`src/hw/two_wire_cfg.svh`:
```
`ifndef TWO_WIRE_CFG_SVH
`define TWO_WIRE_CFG_SVH

// Register byte offsets
`define TW_OFF_DATA_DRIVE 6'h00
`define TW_OFF_CLOCK_DRIVE 6'h04
`define TW_OFF_CONTROL 6'h08
`define TW_OFF_FALL_COND 6'h0C
`define TW_OFF_RISE_COND 6'h10
`define TW_OFF_SAMPLED 6'h14
`define TW_OFF_NEW_SAMPLE 6'h18
`define TW_OFF_IRQ_STATUS 6'h1C
`define TW_OFF_IRQ_CLEAR 6'h20
`define TW_OFF_IRQ_ENABLE 6'h24

// Control field positions
`define TW_CTRL_ENABLE 0
`define TW_CTRL_STRETCH_EN 1
`define TW_CTRL_GATED_EN 2
`define TW_CTRL_STRETCH_ACT 3

// Interrupt status positions
`define TW_IRQ_FALL 0
`define TW_IRQ_RISE 1

// Reset values
`define TW_RST_LINE_BIT 1'b1
`define TW_RST_CONTROL 3'h0
`define TW_RST_FLAG 1'b0

`endif

```
`src/hw/two_wire_pkg.sv`:
```
package two_wire_pkg;
    typedef logic [5:0] reg_addr_t;
    typedef logic [31:0] reg_word_t;
    typedef enum logic [1:0] {
        RESP_OKAY = 2'b00,
        RESP_DECERR = 2'b11
    } axi_resp_e;
endpackage : two_wire_pkg

```
`src/hw/line_sync.sv`:
```
`timescale 1ns/1ps
`default_nettype none
module line_sync #(
    parameter int W = 2
) (
    // Clock and reset
    input wire logic aclk,
    input wire logic aresetn,
    // Raw pad levels
    input wire logic [W-1:0] pad,
    // Synchronised level and edges
    output logic [W-1:0] level,
    output logic [W-1:0] rise,
    output logic [W-1:0] fall
);
    logic [W-1:0] meta_q;
    logic [W-1:0] sync_q;
    logic [W-1:0] prev_q;

    // Idle lines float high through pull-ups
    always_ff @(posedge aclk)
    begin
        if (!aresetn)
        begin
            meta_q <= '1;
            sync_q <= '1;
            prev_q <= '1;
        end
        else
        begin
            meta_q <= pad;
            sync_q <= meta_q;
            prev_q <= sync_q;
        end
    end

    assign level = sync_q;
    assign rise = sync_q & ~prev_q;
    assign fall = ~sync_q & prev_q;
endmodule : line_sync
`default_nettype wire

```
`src/hw/axi_lite_port.sv`:
```
`timescale 1ns/1ps
`default_nettype none
module axi_lite_port #(
    parameter int ADDR_W = 6
) (
    // Clock and reset
    input wire logic aclk,
    input wire logic aresetn,
    // Write address and data
    input wire logic [ADDR_W-1:0] awaddr,
    input wire logic awvalid,
    output logic awready,
    input wire logic [31:0] wdata,
    input wire logic [3:0] wstrb,
    input wire logic wvalid,
    output logic wready,
    // Write response
    output logic [1:0] bresp,
    output logic bvalid,
    input wire logic bready,
    // Read address and data
    input wire logic [ADDR_W-1:0] araddr,
    input wire logic arvalid,
    output logic arready,
    output logic [31:0] rdata,
    output logic [1:0] rresp,
    output logic rvalid,
    input wire logic rready,
    // Register side
    output logic wr_en,
    output logic [ADDR_W-1:0] wr_addr,
    output logic [31:0] wr_data,
    output logic [3:0] wr_strb,
    input wire logic wr_ok,
    output logic rd_en,
    input wire logic rd_ok,
    input wire logic [31:0] rd_data
);
    logic aw_held_q, aw_held_d, w_held_q, w_held_d;
    logic [ADDR_W-1:0] awaddr_q, awaddr_d;
    logic [31:0] wdata_q, wdata_d, rdata_q, rdata_d;
    logic [3:0] wstrb_q, wstrb_d;
    logic bvalid_q, bvalid_d, rvalid_q, rvalid_d;
    logic [1:0] bresp_q, bresp_d, rresp_q, rresp_d;
    logic awready_q, awready_d, wready_q, wready_d, arready_q, arready_d;

    assign wr_en = aw_held_q & w_held_q & ~bvalid_q;
    assign wr_addr = awaddr_q;
    assign wr_data = wdata_q;
    assign wr_strb = wstrb_q;
    assign rd_en = arvalid & ~rvalid_q;

    always_comb
    begin
        aw_held_d = aw_held_q;
        w_held_d = w_held_q;
        awaddr_d = awaddr_q;
        wdata_d = wdata_q;
        wstrb_d = wstrb_q;
        bvalid_d = bvalid_q;
        bresp_d = bresp_q;
        rvalid_d = rvalid_q;
        rdata_d = rdata_q;
        rresp_d = rresp_q;
        if (awvalid && !aw_held_q && !bvalid_q)
        begin
            aw_held_d = 1'b1;
            awaddr_d = awaddr;
        end
        if (wvalid && !w_held_q && !bvalid_q)
        begin
            w_held_d = 1'b1;
            wdata_d = wdata;
            wstrb_d = wstrb;
        end
        if (wr_en)
        begin
            aw_held_d = 1'b0;
            w_held_d = 1'b0;
            bvalid_d = 1'b1;
            bresp_d = wr_ok ? two_wire_pkg::RESP_OKAY : two_wire_pkg::RESP_DECERR;
        end
        else if (bvalid_q && bready)
        begin
            bvalid_d = 1'b0;
        end
        if (rd_en)
        begin
            rvalid_d = 1'b1;
            rdata_d = rd_ok ? rd_data : 32'h0000_0000;
            rresp_d = rd_ok ? two_wire_pkg::RESP_OKAY : two_wire_pkg::RESP_DECERR;
        end
        else if (rvalid_q && rready)
        begin
            rvalid_d = 1'b0;
        end
        awready_d = ~aw_held_d & ~bvalid_d;
        wready_d = ~w_held_d & ~bvalid_d;
        arready_d = ~rvalid_d;
    end

    always_ff @(posedge aclk)
    begin
        if (!aresetn)
        begin
            aw_held_q <= 1'b0;
            w_held_q <= 1'b0;
            awaddr_q <= '0;
            wdata_q <= 32'h0000_0000;
            wstrb_q <= 4'h0;
            bvalid_q <= 1'b0;
            bresp_q <= 2'h0;
            rvalid_q <= 1'b0;
            rdata_q <= 32'h0000_0000;
            rresp_q <= 2'h0;
            awready_q <= 1'b1;
            wready_q <= 1'b1;
            arready_q <= 1'b1;
        end
        else
        begin
            aw_held_q <= aw_held_d;
            w_held_q <= w_held_d;
            awaddr_q <= awaddr_d;
            wdata_q <= wdata_d;
            wstrb_q <= wstrb_d;
            bvalid_q <= bvalid_d;
            bresp_q <= bresp_d;
            rvalid_q <= rvalid_d;
            rdata_q <= rdata_d;
            rresp_q <= rresp_d;
            awready_q <= awready_d;
            wready_q <= wready_d;
            arready_q <= arready_d;
        end
    end

    // Readies taken from next state, so bus outputs come straight from flops
    assign awready = awready_q;
    assign wready = wready_q;
    assign arready = arready_q;
    assign bvalid = bvalid_q;
    assign bresp = bresp_q;
    assign rvalid = rvalid_q;
    assign rdata = rdata_q;
    assign rresp = rresp_q;
endmodule : axi_lite_port
`default_nettype wire

```
`src/hw/two_wire_serial_assist.sv`:
```
`include "two_wire_cfg.svh"
`timescale 1ns/1ps
`default_nettype none
module two_wire_serial_assist #(
    parameter int ADDR_W = 6
) (
    // Clock and reset
    input wire logic aclk,
    input wire logic aresetn,
    // AXI4-Lite write
    input wire logic [ADDR_W-1:0] s_axi_awaddr,
    input wire logic s_axi_awvalid,
    output logic s_axi_awready,
    input wire logic [31:0] s_axi_wdata,
    input wire logic [3:0] s_axi_wstrb,
    input wire logic s_axi_wvalid,
    output logic s_axi_wready,
    output logic [1:0] s_axi_bresp,
    output logic s_axi_bvalid,
    input wire logic s_axi_bready,
    // AXI4-Lite read
    input wire logic [ADDR_W-1:0] s_axi_araddr,
    input wire logic s_axi_arvalid,
    output logic s_axi_arready,
    output logic [31:0] s_axi_rdata,
    output logic [1:0] s_axi_rresp,
    output logic s_axi_rvalid,
    input wire logic s_axi_rready,
    // Serial clock line pad
    input wire logic serial_clock_line_i,
    output logic serial_clock_line_o,
    output logic serial_clock_line_oe,
    // Serial data line pad
    input wire logic serial_data_line_i,
    output logic serial_data_line_o,
    output logic serial_data_line_oe,
    // Port ownership for the port mux
    output logic lines_owned,
    // Interrupts
    output logic falling_condition_irq,
    output logic rising_condition_irq,
    output logic irq
);
    logic wr_en, wr_ok, rd_en, rd_ok;
    logic [ADDR_W-1:0] wr_addr;
    logic [31:0] wr_data, rd_data;
    logic [3:0] wr_strb;
    logic [1:0] lvl, rise, fall;
    logic scl_s, sda_s, scl_rise, scl_fall, sda_rise, sda_fall;

    logic data_line_out_bit_q, data_line_out_bit_d;
    logic clock_line_out_bit_q, clock_line_out_bit_d;
    logic block_enable_q, block_enable_d;
    logic stretch_enable_q, stretch_enable_d;
    logic gated_stretch_enable_q, gated_stretch_enable_d;
    logic stretch_active_flag_q, stretch_active_flag_d;
    logic falling_condition_bit_q, falling_condition_bit_d;
    logic rising_condition_bit_q, rising_condition_bit_d;
    logic sampled_data_bit_q, sampled_data_bit_d;
    logic new_sample_bit_q, new_sample_bit_d;
    logic [1:0] irq_status_q, irq_status_d;
    logic [1:0] irq_enable_q, irq_enable_d;
    logic irq_q, irq_d, fall_irq_q, rise_irq_q;
    logic scl_oe_q, scl_oe_d, sda_oe_q, sda_oe_d;
    logic cond1_ev, cond2_ev, stretch_set, stretch_release;

    function automatic logic hit(input logic [ADDR_W-1:0] a, input logic [5:0] off);
        hit = (a == ADDR_W'(off));
    endfunction : hit

    axi_lite_port #(
        .ADDR_W(ADDR_W)
    ) u_bus (
        .aclk(aclk),
        .aresetn(aresetn),
        .awaddr(s_axi_awaddr),
        .awvalid(s_axi_awvalid),
        .awready(s_axi_awready),
        .wdata(s_axi_wdata),
        .wstrb(s_axi_wstrb),
        .wvalid(s_axi_wvalid),
        .wready(s_axi_wready),
        .bresp(s_axi_bresp),
        .bvalid(s_axi_bvalid),
        .bready(s_axi_bready),
        .araddr(s_axi_araddr),
        .arvalid(s_axi_arvalid),
        .arready(s_axi_arready),
        .rdata(s_axi_rdata),
        .rresp(s_axi_rresp),
        .rvalid(s_axi_rvalid),
        .rready(s_axi_rready),
        .wr_en(wr_en),
        .wr_addr(wr_addr),
        .wr_data(wr_data),
        .wr_strb(wr_strb),
        .wr_ok(wr_ok),
        .rd_en(rd_en),
        .rd_ok(rd_ok),
        .rd_data(rd_data)
    );

    // Pads come from another domain; two flops before edge logic
    line_sync #(
        .W(2)
    ) u_sync (
        .aclk(aclk),
        .aresetn(aresetn),
        .pad({serial_data_line_i, serial_clock_line_i}),
        .level(lvl),
        .rise(rise),
        .fall(fall)
    );

    assign scl_s = lvl[0];
    assign sda_s = lvl[1];
    assign scl_rise = rise[0];
    assign scl_fall = fall[0];
    assign sda_rise = rise[1];
    assign sda_fall = fall[1];

    // Line events, only while the block owns the lines
    assign cond1_ev = block_enable_q & sda_fall & scl_s;
    assign cond2_ev = block_enable_q & sda_rise & scl_s;
    // Gated mode looks at the flag as it stood before this fall
    assign stretch_set = block_enable_q & scl_fall
        & (stretch_enable_q | (gated_stretch_enable_q & falling_condition_bit_q));
    assign stretch_release = wr_en & hit(wr_addr, `TW_OFF_SAMPLED);

    // Unmapped addresses answer DECERR
    always_comb
    begin
        wr_ok = 1'b1;
        unique case (wr_addr)
            ADDR_W'(`TW_OFF_DATA_DRIVE), ADDR_W'(`TW_OFF_CLOCK_DRIVE),
            ADDR_W'(`TW_OFF_CONTROL), ADDR_W'(`TW_OFF_FALL_COND),
            ADDR_W'(`TW_OFF_RISE_COND), ADDR_W'(`TW_OFF_SAMPLED),
            ADDR_W'(`TW_OFF_NEW_SAMPLE), ADDR_W'(`TW_OFF_IRQ_STATUS),
            ADDR_W'(`TW_OFF_IRQ_CLEAR), ADDR_W'(`TW_OFF_IRQ_ENABLE): wr_ok = 1'b1;
            default: wr_ok = 1'b0;
        endcase
    end

    // Upper bits stay zero on every register
    always_comb
    begin
        rd_ok = 1'b1;
        rd_data = 32'h0000_0000;
        unique case (s_axi_araddr)
            ADDR_W'(`TW_OFF_DATA_DRIVE): rd_data[0] = sda_s;
            ADDR_W'(`TW_OFF_CLOCK_DRIVE): rd_data[0] = scl_s;
            ADDR_W'(`TW_OFF_CONTROL):
            begin
                rd_data[`TW_CTRL_ENABLE] = block_enable_q;
                rd_data[`TW_CTRL_STRETCH_EN] = stretch_enable_q;
                rd_data[`TW_CTRL_GATED_EN] = gated_stretch_enable_q;
                rd_data[`TW_CTRL_STRETCH_ACT] = stretch_active_flag_q;
            end
            ADDR_W'(`TW_OFF_FALL_COND): rd_data[0] = falling_condition_bit_q;
            ADDR_W'(`TW_OFF_RISE_COND): rd_data[0] = rising_condition_bit_q;
            ADDR_W'(`TW_OFF_SAMPLED): rd_data[0] = sampled_data_bit_q;
            ADDR_W'(`TW_OFF_NEW_SAMPLE): rd_data[0] = new_sample_bit_q;
            ADDR_W'(`TW_OFF_IRQ_STATUS): rd_data[1:0] = irq_status_q;
            ADDR_W'(`TW_OFF_IRQ_CLEAR): rd_data[1:0] = 2'h0;
            ADDR_W'(`TW_OFF_IRQ_ENABLE): rd_data[1:0] = irq_enable_q;
            default: rd_ok = 1'b0;
        endcase
    end

    always_comb
    begin
        data_line_out_bit_d = data_line_out_bit_q;
        clock_line_out_bit_d = clock_line_out_bit_q;
        block_enable_d = block_enable_q;
        stretch_enable_d = stretch_enable_q;
        gated_stretch_enable_d = gated_stretch_enable_q;
        irq_enable_d = irq_enable_q;
        if (wr_en && wr_strb[0])
        begin
            if (hit(wr_addr, `TW_OFF_DATA_DRIVE))
            begin
                data_line_out_bit_d = wr_data[0];
            end
            if (hit(wr_addr, `TW_OFF_CLOCK_DRIVE))
            begin
                clock_line_out_bit_d = wr_data[0];
            end
            if (hit(wr_addr, `TW_OFF_CONTROL))
            begin
                block_enable_d = wr_data[`TW_CTRL_ENABLE];
                stretch_enable_d = wr_data[`TW_CTRL_STRETCH_EN];
                gated_stretch_enable_d = wr_data[`TW_CTRL_GATED_EN];
            end
            if (hit(wr_addr, `TW_OFF_IRQ_ENABLE))
            begin
                irq_enable_d = wr_data[1:0];
            end
        end
    end

    // Flags: hardware set wins over a software clear in the same cycle
    always_comb
    begin
        falling_condition_bit_d = falling_condition_bit_q;
        rising_condition_bit_d = rising_condition_bit_q;
        stretch_active_flag_d = stretch_active_flag_q;
        sampled_data_bit_d = sampled_data_bit_q;
        new_sample_bit_d = new_sample_bit_q;
        irq_status_d = irq_status_q;
        if (wr_en && hit(wr_addr, `TW_OFF_FALL_COND))
        begin
            falling_condition_bit_d = 1'b0;
        end
        if (wr_en && hit(wr_addr, `TW_OFF_RISE_COND))
        begin
            rising_condition_bit_d = 1'b0;
        end
        if (cond1_ev)
        begin
            falling_condition_bit_d = 1'b1;
        end
        if (cond2_ev)
        begin
            rising_condition_bit_d = 1'b1;
        end
        if (stretch_release || !block_enable_q)
        begin
            stretch_active_flag_d = 1'b0;
        end
        if (stretch_set)
        begin
            stretch_active_flag_d = 1'b1;
        end
        if (rd_en && hit(s_axi_araddr, `TW_OFF_SAMPLED))
        begin
            new_sample_bit_d = 1'b0;
        end
        if (block_enable_q && scl_rise)
        begin
            sampled_data_bit_d = sda_s;
            new_sample_bit_d = 1'b1;
        end
        if (wr_en && hit(wr_addr, `TW_OFF_IRQ_CLEAR))
        begin
            irq_status_d = irq_status_q & ~wr_data[1:0];
        end
        irq_status_d[`TW_IRQ_FALL] = irq_status_d[`TW_IRQ_FALL] | cond1_ev;
        irq_status_d[`TW_IRQ_RISE] = irq_status_d[`TW_IRQ_RISE] | cond2_ev;
        irq_d = |(irq_status_d & irq_enable_d);
        // Open drain: only ever pull low, never drive high
        sda_oe_d = block_enable_q & ~data_line_out_bit_q;
        scl_oe_d = block_enable_q & (~clock_line_out_bit_q | stretch_active_flag_d);
    end

    always_ff @(posedge aclk)
    begin
        if (!aresetn)
        begin
            data_line_out_bit_q <= `TW_RST_LINE_BIT;
            clock_line_out_bit_q <= `TW_RST_LINE_BIT;
            {gated_stretch_enable_q, stretch_enable_q, block_enable_q} <= `TW_RST_CONTROL;
            stretch_active_flag_q <= `TW_RST_FLAG;
            falling_condition_bit_q <= `TW_RST_FLAG;
            rising_condition_bit_q <= `TW_RST_FLAG;
            sampled_data_bit_q <= `TW_RST_FLAG;
            new_sample_bit_q <= `TW_RST_FLAG;
            irq_status_q <= 2'h0;
            irq_enable_q <= 2'h0;
            irq_q <= 1'b0;
            fall_irq_q <= 1'b0;
            rise_irq_q <= 1'b0;
            scl_oe_q <= 1'b0;
            sda_oe_q <= 1'b0;
        end
        else
        begin
            data_line_out_bit_q <= data_line_out_bit_d;
            clock_line_out_bit_q <= clock_line_out_bit_d;
            block_enable_q <= block_enable_d;
            stretch_enable_q <= stretch_enable_d;
            gated_stretch_enable_q <= gated_stretch_enable_d;
            stretch_active_flag_q <= stretch_active_flag_d;
            falling_condition_bit_q <= falling_condition_bit_d;
            rising_condition_bit_q <= rising_condition_bit_d;
            sampled_data_bit_q <= sampled_data_bit_d;
            new_sample_bit_q <= new_sample_bit_d;
            irq_status_q <= irq_status_d;
            irq_enable_q <= irq_enable_d;
            irq_q <= irq_d;
            fall_irq_q <= cond1_ev;
            rise_irq_q <= cond2_ev;
            scl_oe_q <= scl_oe_d;
            sda_oe_q <= sda_oe_d;
        end
    end

    assign serial_clock_line_o = 1'b0;
    assign serial_data_line_o = 1'b0;
    assign serial_clock_line_oe = scl_oe_q;
    assign serial_data_line_oe = sda_oe_q;
    assign lines_owned = block_enable_q;
    assign falling_condition_irq = fall_irq_q;
    assign rising_condition_irq = rise_irq_q;
    assign irq = irq_q;
endmodule : two_wire_serial_assist
`default_nettype wire

```
`config.mk`:
```
export PLATFORM = sky130hd
export DESIGN_NAME = two_wire_serial_assist
export DESIGN_NICKNAME = d
export VERILOG_FILES = /design/src/hw/two_wire_pkg.sv /design/src/hw/line_sync.sv /design/src/hw/axi_lite_port.sv /design/src/hw/two_wire_serial_assist.sv
export VERILOG_INCLUDE_DIRS = /design/src /design/src/hw
export SDC_FILE = /design/constraint.sdc
export NUM_CORES = 1
export LEC_CHECK = 0
export ABC_AREA = 1
export CAP_MARGIN = 20
export CORE_ASPECT_RATIO = 2
export CORE_MARGIN = 2
export CORE_UTILIZATION = 25
export DETAILED_ROUTE_END_ITERATION = 10
export DONT_BUFFER_PORTS = 1
export GPL_TIMING_DRIVEN = 1
export PLACE_DENSITY_LB_ADDON = 0.25
export SKIP_CTS_REPAIR_TIMING = 1
export SLEW_MARGIN = 20
export SYNTH_ARGS = -nofsm -noshare
export SYNTH_HDL_FRONTEND = slang
export SYNTH_HIERARCHICAL = 1
export SYNTH_SLANG_ARGS = --single-unit
```
`constraint.sdc`:
```
create_clock -name aclk -period 1.7 [get_ports aclk]
set_clock_uncertainty 0.05 [all_clocks]
set_input_delay 0.17 -clock aclk [delete_from_list [all_inputs] [get_ports aclk]]
set_output_delay 0.17 -clock aclk [all_outputs]
set_load 0.02 [all_outputs]
```
==> results.rst <==
.. list-table::
   :header-rows: 1

   * - Metric
     - Value
   * - Status
     - finished, violations left
   * - Violated checks
     - hold timing
   * - Setup CP Type
     - flop to flop
   * - Overall Global Routing Usage
     - 12.1%
   * - Stage delay of the slowest cell on the critical path
     - 410 ps
   * - Relative contribution of combinational cells to total power
     - between 8 and 9%
   * - Slowest stage cell, crit path
     - sky130_fd_sc_hd__dfxtp_1
   * - Clock transition at the registers of the reported paths
     - 60 ps
   * - Switching share of total power
     - between 20 and 30%
   * - DP HPWL
     - 6100 um
   * - Wirelength per Cell
     - 13.3 um
   * - Synthesis Warnings
     - 6
   * - Number of port buffers
     - 0
   * - Sequential Power Share
     - 46.3%
   * - First-pass GRT wire length
     - approximately 14000 um
   * - Type of destination of the critical path
     - flop
   * - Initial drt markers
     - 105
   * - Number of clock sinks
     - 76
   * - Fraction of layout instances using a drive strength above 1
     - 9.81%
   * - Leakage power summed over all cells
     - 1.60 nW
   * - Cell breakdown of the critical path
     - nand2_1, nor2_1, buf_4, nand2_2, clkinv_1, nand3_1, a21oi_1, o21ai_1
   * - Netlist Area Pre-Place
     - approximately 0.0033 sq mm
   * - Max-slew violations
     - 0
   * - Arrival time of the worst setup path
     - around 1600 ps
   * - Largest net degree at the start of global routing
     - 34
   * - Post-Route Utilization
     - 29.9%
   * - Congestion Overflow GR
     - 0
   * - Final TNS setup
     - 0 ps
   * - Count of antenna-violating nets left after detailed routing
     - 0
   * - Die Span X
     - 85.4 um
   * - Number of cells produced by synthesis
     - 453
   * - Post-route cell area
     - 0.00388 sq mm
   * - Initial antenna violation count
     - 0
   * - Worst Setup Start Kind
     - flop
   * - Area added between synthesis and finish
     - 17.3%
   * - Worst voltage drop across the vdd grid
     - 0.000536 V
   * - Number of maximum-capacitance constraint violations
     - 0
   * - DP Area
     - 0.00351 sq mm
   * - Area of all sequential standard cells
     - 0.00152 sq mm
   * - Height of the chip
     - between 150 and 200 um
   * - Worst Hold Slack
     - -29.7 ps
   * - Vias in the first global route
     - 2749
   * - Floorplan core area
     - 0.0130 sq mm
   * - Dominant delay contributor by cell family on the critical path
     - flip-flops
   * - Tcrit/Tclk final
     - 86.3%
   * - Clock root cell
     - sky130_fd_sc_hd__clkbuf_16
   * - H-tree depth
     - 3
   * - TritonCTS Buffers
     - 9
   * - Average via count per standard cell
     - 4.55
   * - Ant diodes
     - 0
   * - Cell Pwr Density
     - 1080 mW/mm^2
   * - Routability-driven placement congestion ratio
     - between 0.7 and 0.8
   * - Portion of total power attributed to the clock network
     - 45.2%
   * - Total area of multi-input combinational cells
     - 0.00157 sq mm
   * - Number of buffers between clock root and the deepest sink
     - 2
   * - FILL cells
     - 1442
   * - Clock insertion delay at the later pin of the skew report
     - ~330 ps
   * - Switching Power
     - 1.08 mW
   * - Final-report setup violation count
     - 0
   * - Internal
     - between 3 and 4 mW
   * - TritonCTS clock tree
     - done
   * - Crit path buf inv count
     - 2
   * - Mean instance size in the synthesized netlist
     - 7.31 sq um
   * - Area of the die
     - 0.0142 sq mm
   * - Maximum achievable frequency
     - 682 MHz
   * - Minimum clock period after layout
     - 1470 ps
   * - Count of unresolved DRC violations after routing
     - 0
   * - Drt first pass iters
     - 4
   * - Data required time of the critical path
     - approximately 1900 ps
   * - Count of endpoints failing hold in the final timing report
     - 4
   * - Routed wire length
     - 8390 um
   * - # nets final
     - ~530
   * - Worst-path maximum fanout
     - 7
   * - Initial core utilization
     - between 20% and 30%
   * - Number of ports placed on the die boundary
     - between 100 and 150
   * - Setup repair after global routing missed its margin
     - false
   * - Worst Hold Class
     - primary input to flop
   * - Total number of vias
     - between 2k and 3k
   * - Placement row count
     - 59
==> power by group through the flow <==
| stage | combinational [mW] | sequential, mW | clock, mW |
|---|---|---|---|
| 2_1_floorplan | 0.309 | 1.95 | 0 |
| 3_3_place_gp | 0.321 | 1.97 | 0 |
| 3_5_place_dp | 0.325 | 1.97 | 0 |
| 4_1_cts | 0.325 | 1.93 | 1.94 |
| 5_1_grt | 0.408 | 1.94 | 2.04 |
| 6_report | 0.356 | 1.93 | 1.89 |
==> cells in the final DEF (no fill, tap or decap), drive strengths merged <==
| master | instances |
|---|---|
| o21ai | 11 |
| a21oi | 51 |
| buf | 10 |
| dfxtp | 76 |
| nand3 | 31 |
| clkinv | 4 |
| nor3b | 1 |
| inv | 40 |
| clkbuf | 10 |
| dlygate4sd3 | 6 |
| o211ai | 1 |
| nor2 | 52 |
| nor3 | 4 |
| nand3b | 10 |
| nand4 | 38 |
| clkinvlp | 2 |
| bufinv | 1 |
| nand2 | 101 |
| conb | 30 |
==> state kept, by name, indices dropped and copies added, names as in the netlist, 2 cells and up <==
| name | cells |
|---|---|
| u_bus/rdata | 32 |
| u_bus/wr_addr | 6 |
| u_bus/wr_data | 3 |
| irq_enable_q | 2 |
| irq_status_q | 2 |
| u_sync/level | 2 |
| u_sync/meta_q | 2 |
| u_sync/prev_q | 2 |
==> worst min-delay path, stage by stage <==
cell and delay (ps):
sky130_fd_sc_hd__nand3b_1 60, sky130_fd_sc_hd__nand2_1 50, sky130_fd_sc_hd__nor2_1 30
==> worst paths after layout <==
path	slack (ps)	to	startpoint	depth (start not counted)
min	-30	u_bus/wr_addr[4]	s_axi_awvalid	3
min reg2reg	350	u_sync/level[1]	u_sync/meta_q[1]	2
max reg2reg	230	data_line_out_bit_q	u_bus/w_held_q	8
max	230	data_line_out_bit_q	u_bus/w_held_q	8
==> layout make-up <==
class                           instances  share of cell area, %
Clock buffer                           10                   5.90
Inverter                               41                   3.96
Timing Repair Buffer                   16                   4.12
Multi-Input combinational cell        330                   40.3
Tap cell                              152                   4.90
Clock inverter                          6                   1.64
Sequential cell                        76                   39.2
==> routing by layer <==
layer	GRT usage, %	vias to the layer above	share of wire (%)
li1	-	1503	-
met3	3.27	13	4.6
met2	23.0	61	57
met5	0	-	0
met1	11.6	1297	37
met4	5.59	0	2.1
==> stage by stage <==
| stage | worst slack, ps | cells | power (mW) |
|---|---|---|---|
| global route | 57.6 | 631 | 4.39 |
| CTS | 237 | 624 | 4.20 |
| finish | 234 | 631 | 4.18 |
| floorplan | 254 | 482 | 2.26 |
| global placement | 253 | 608 | 2.29 |
| detailed placement | 240 | 608 | 2.30 |
(Power assumes the default switching activity.)
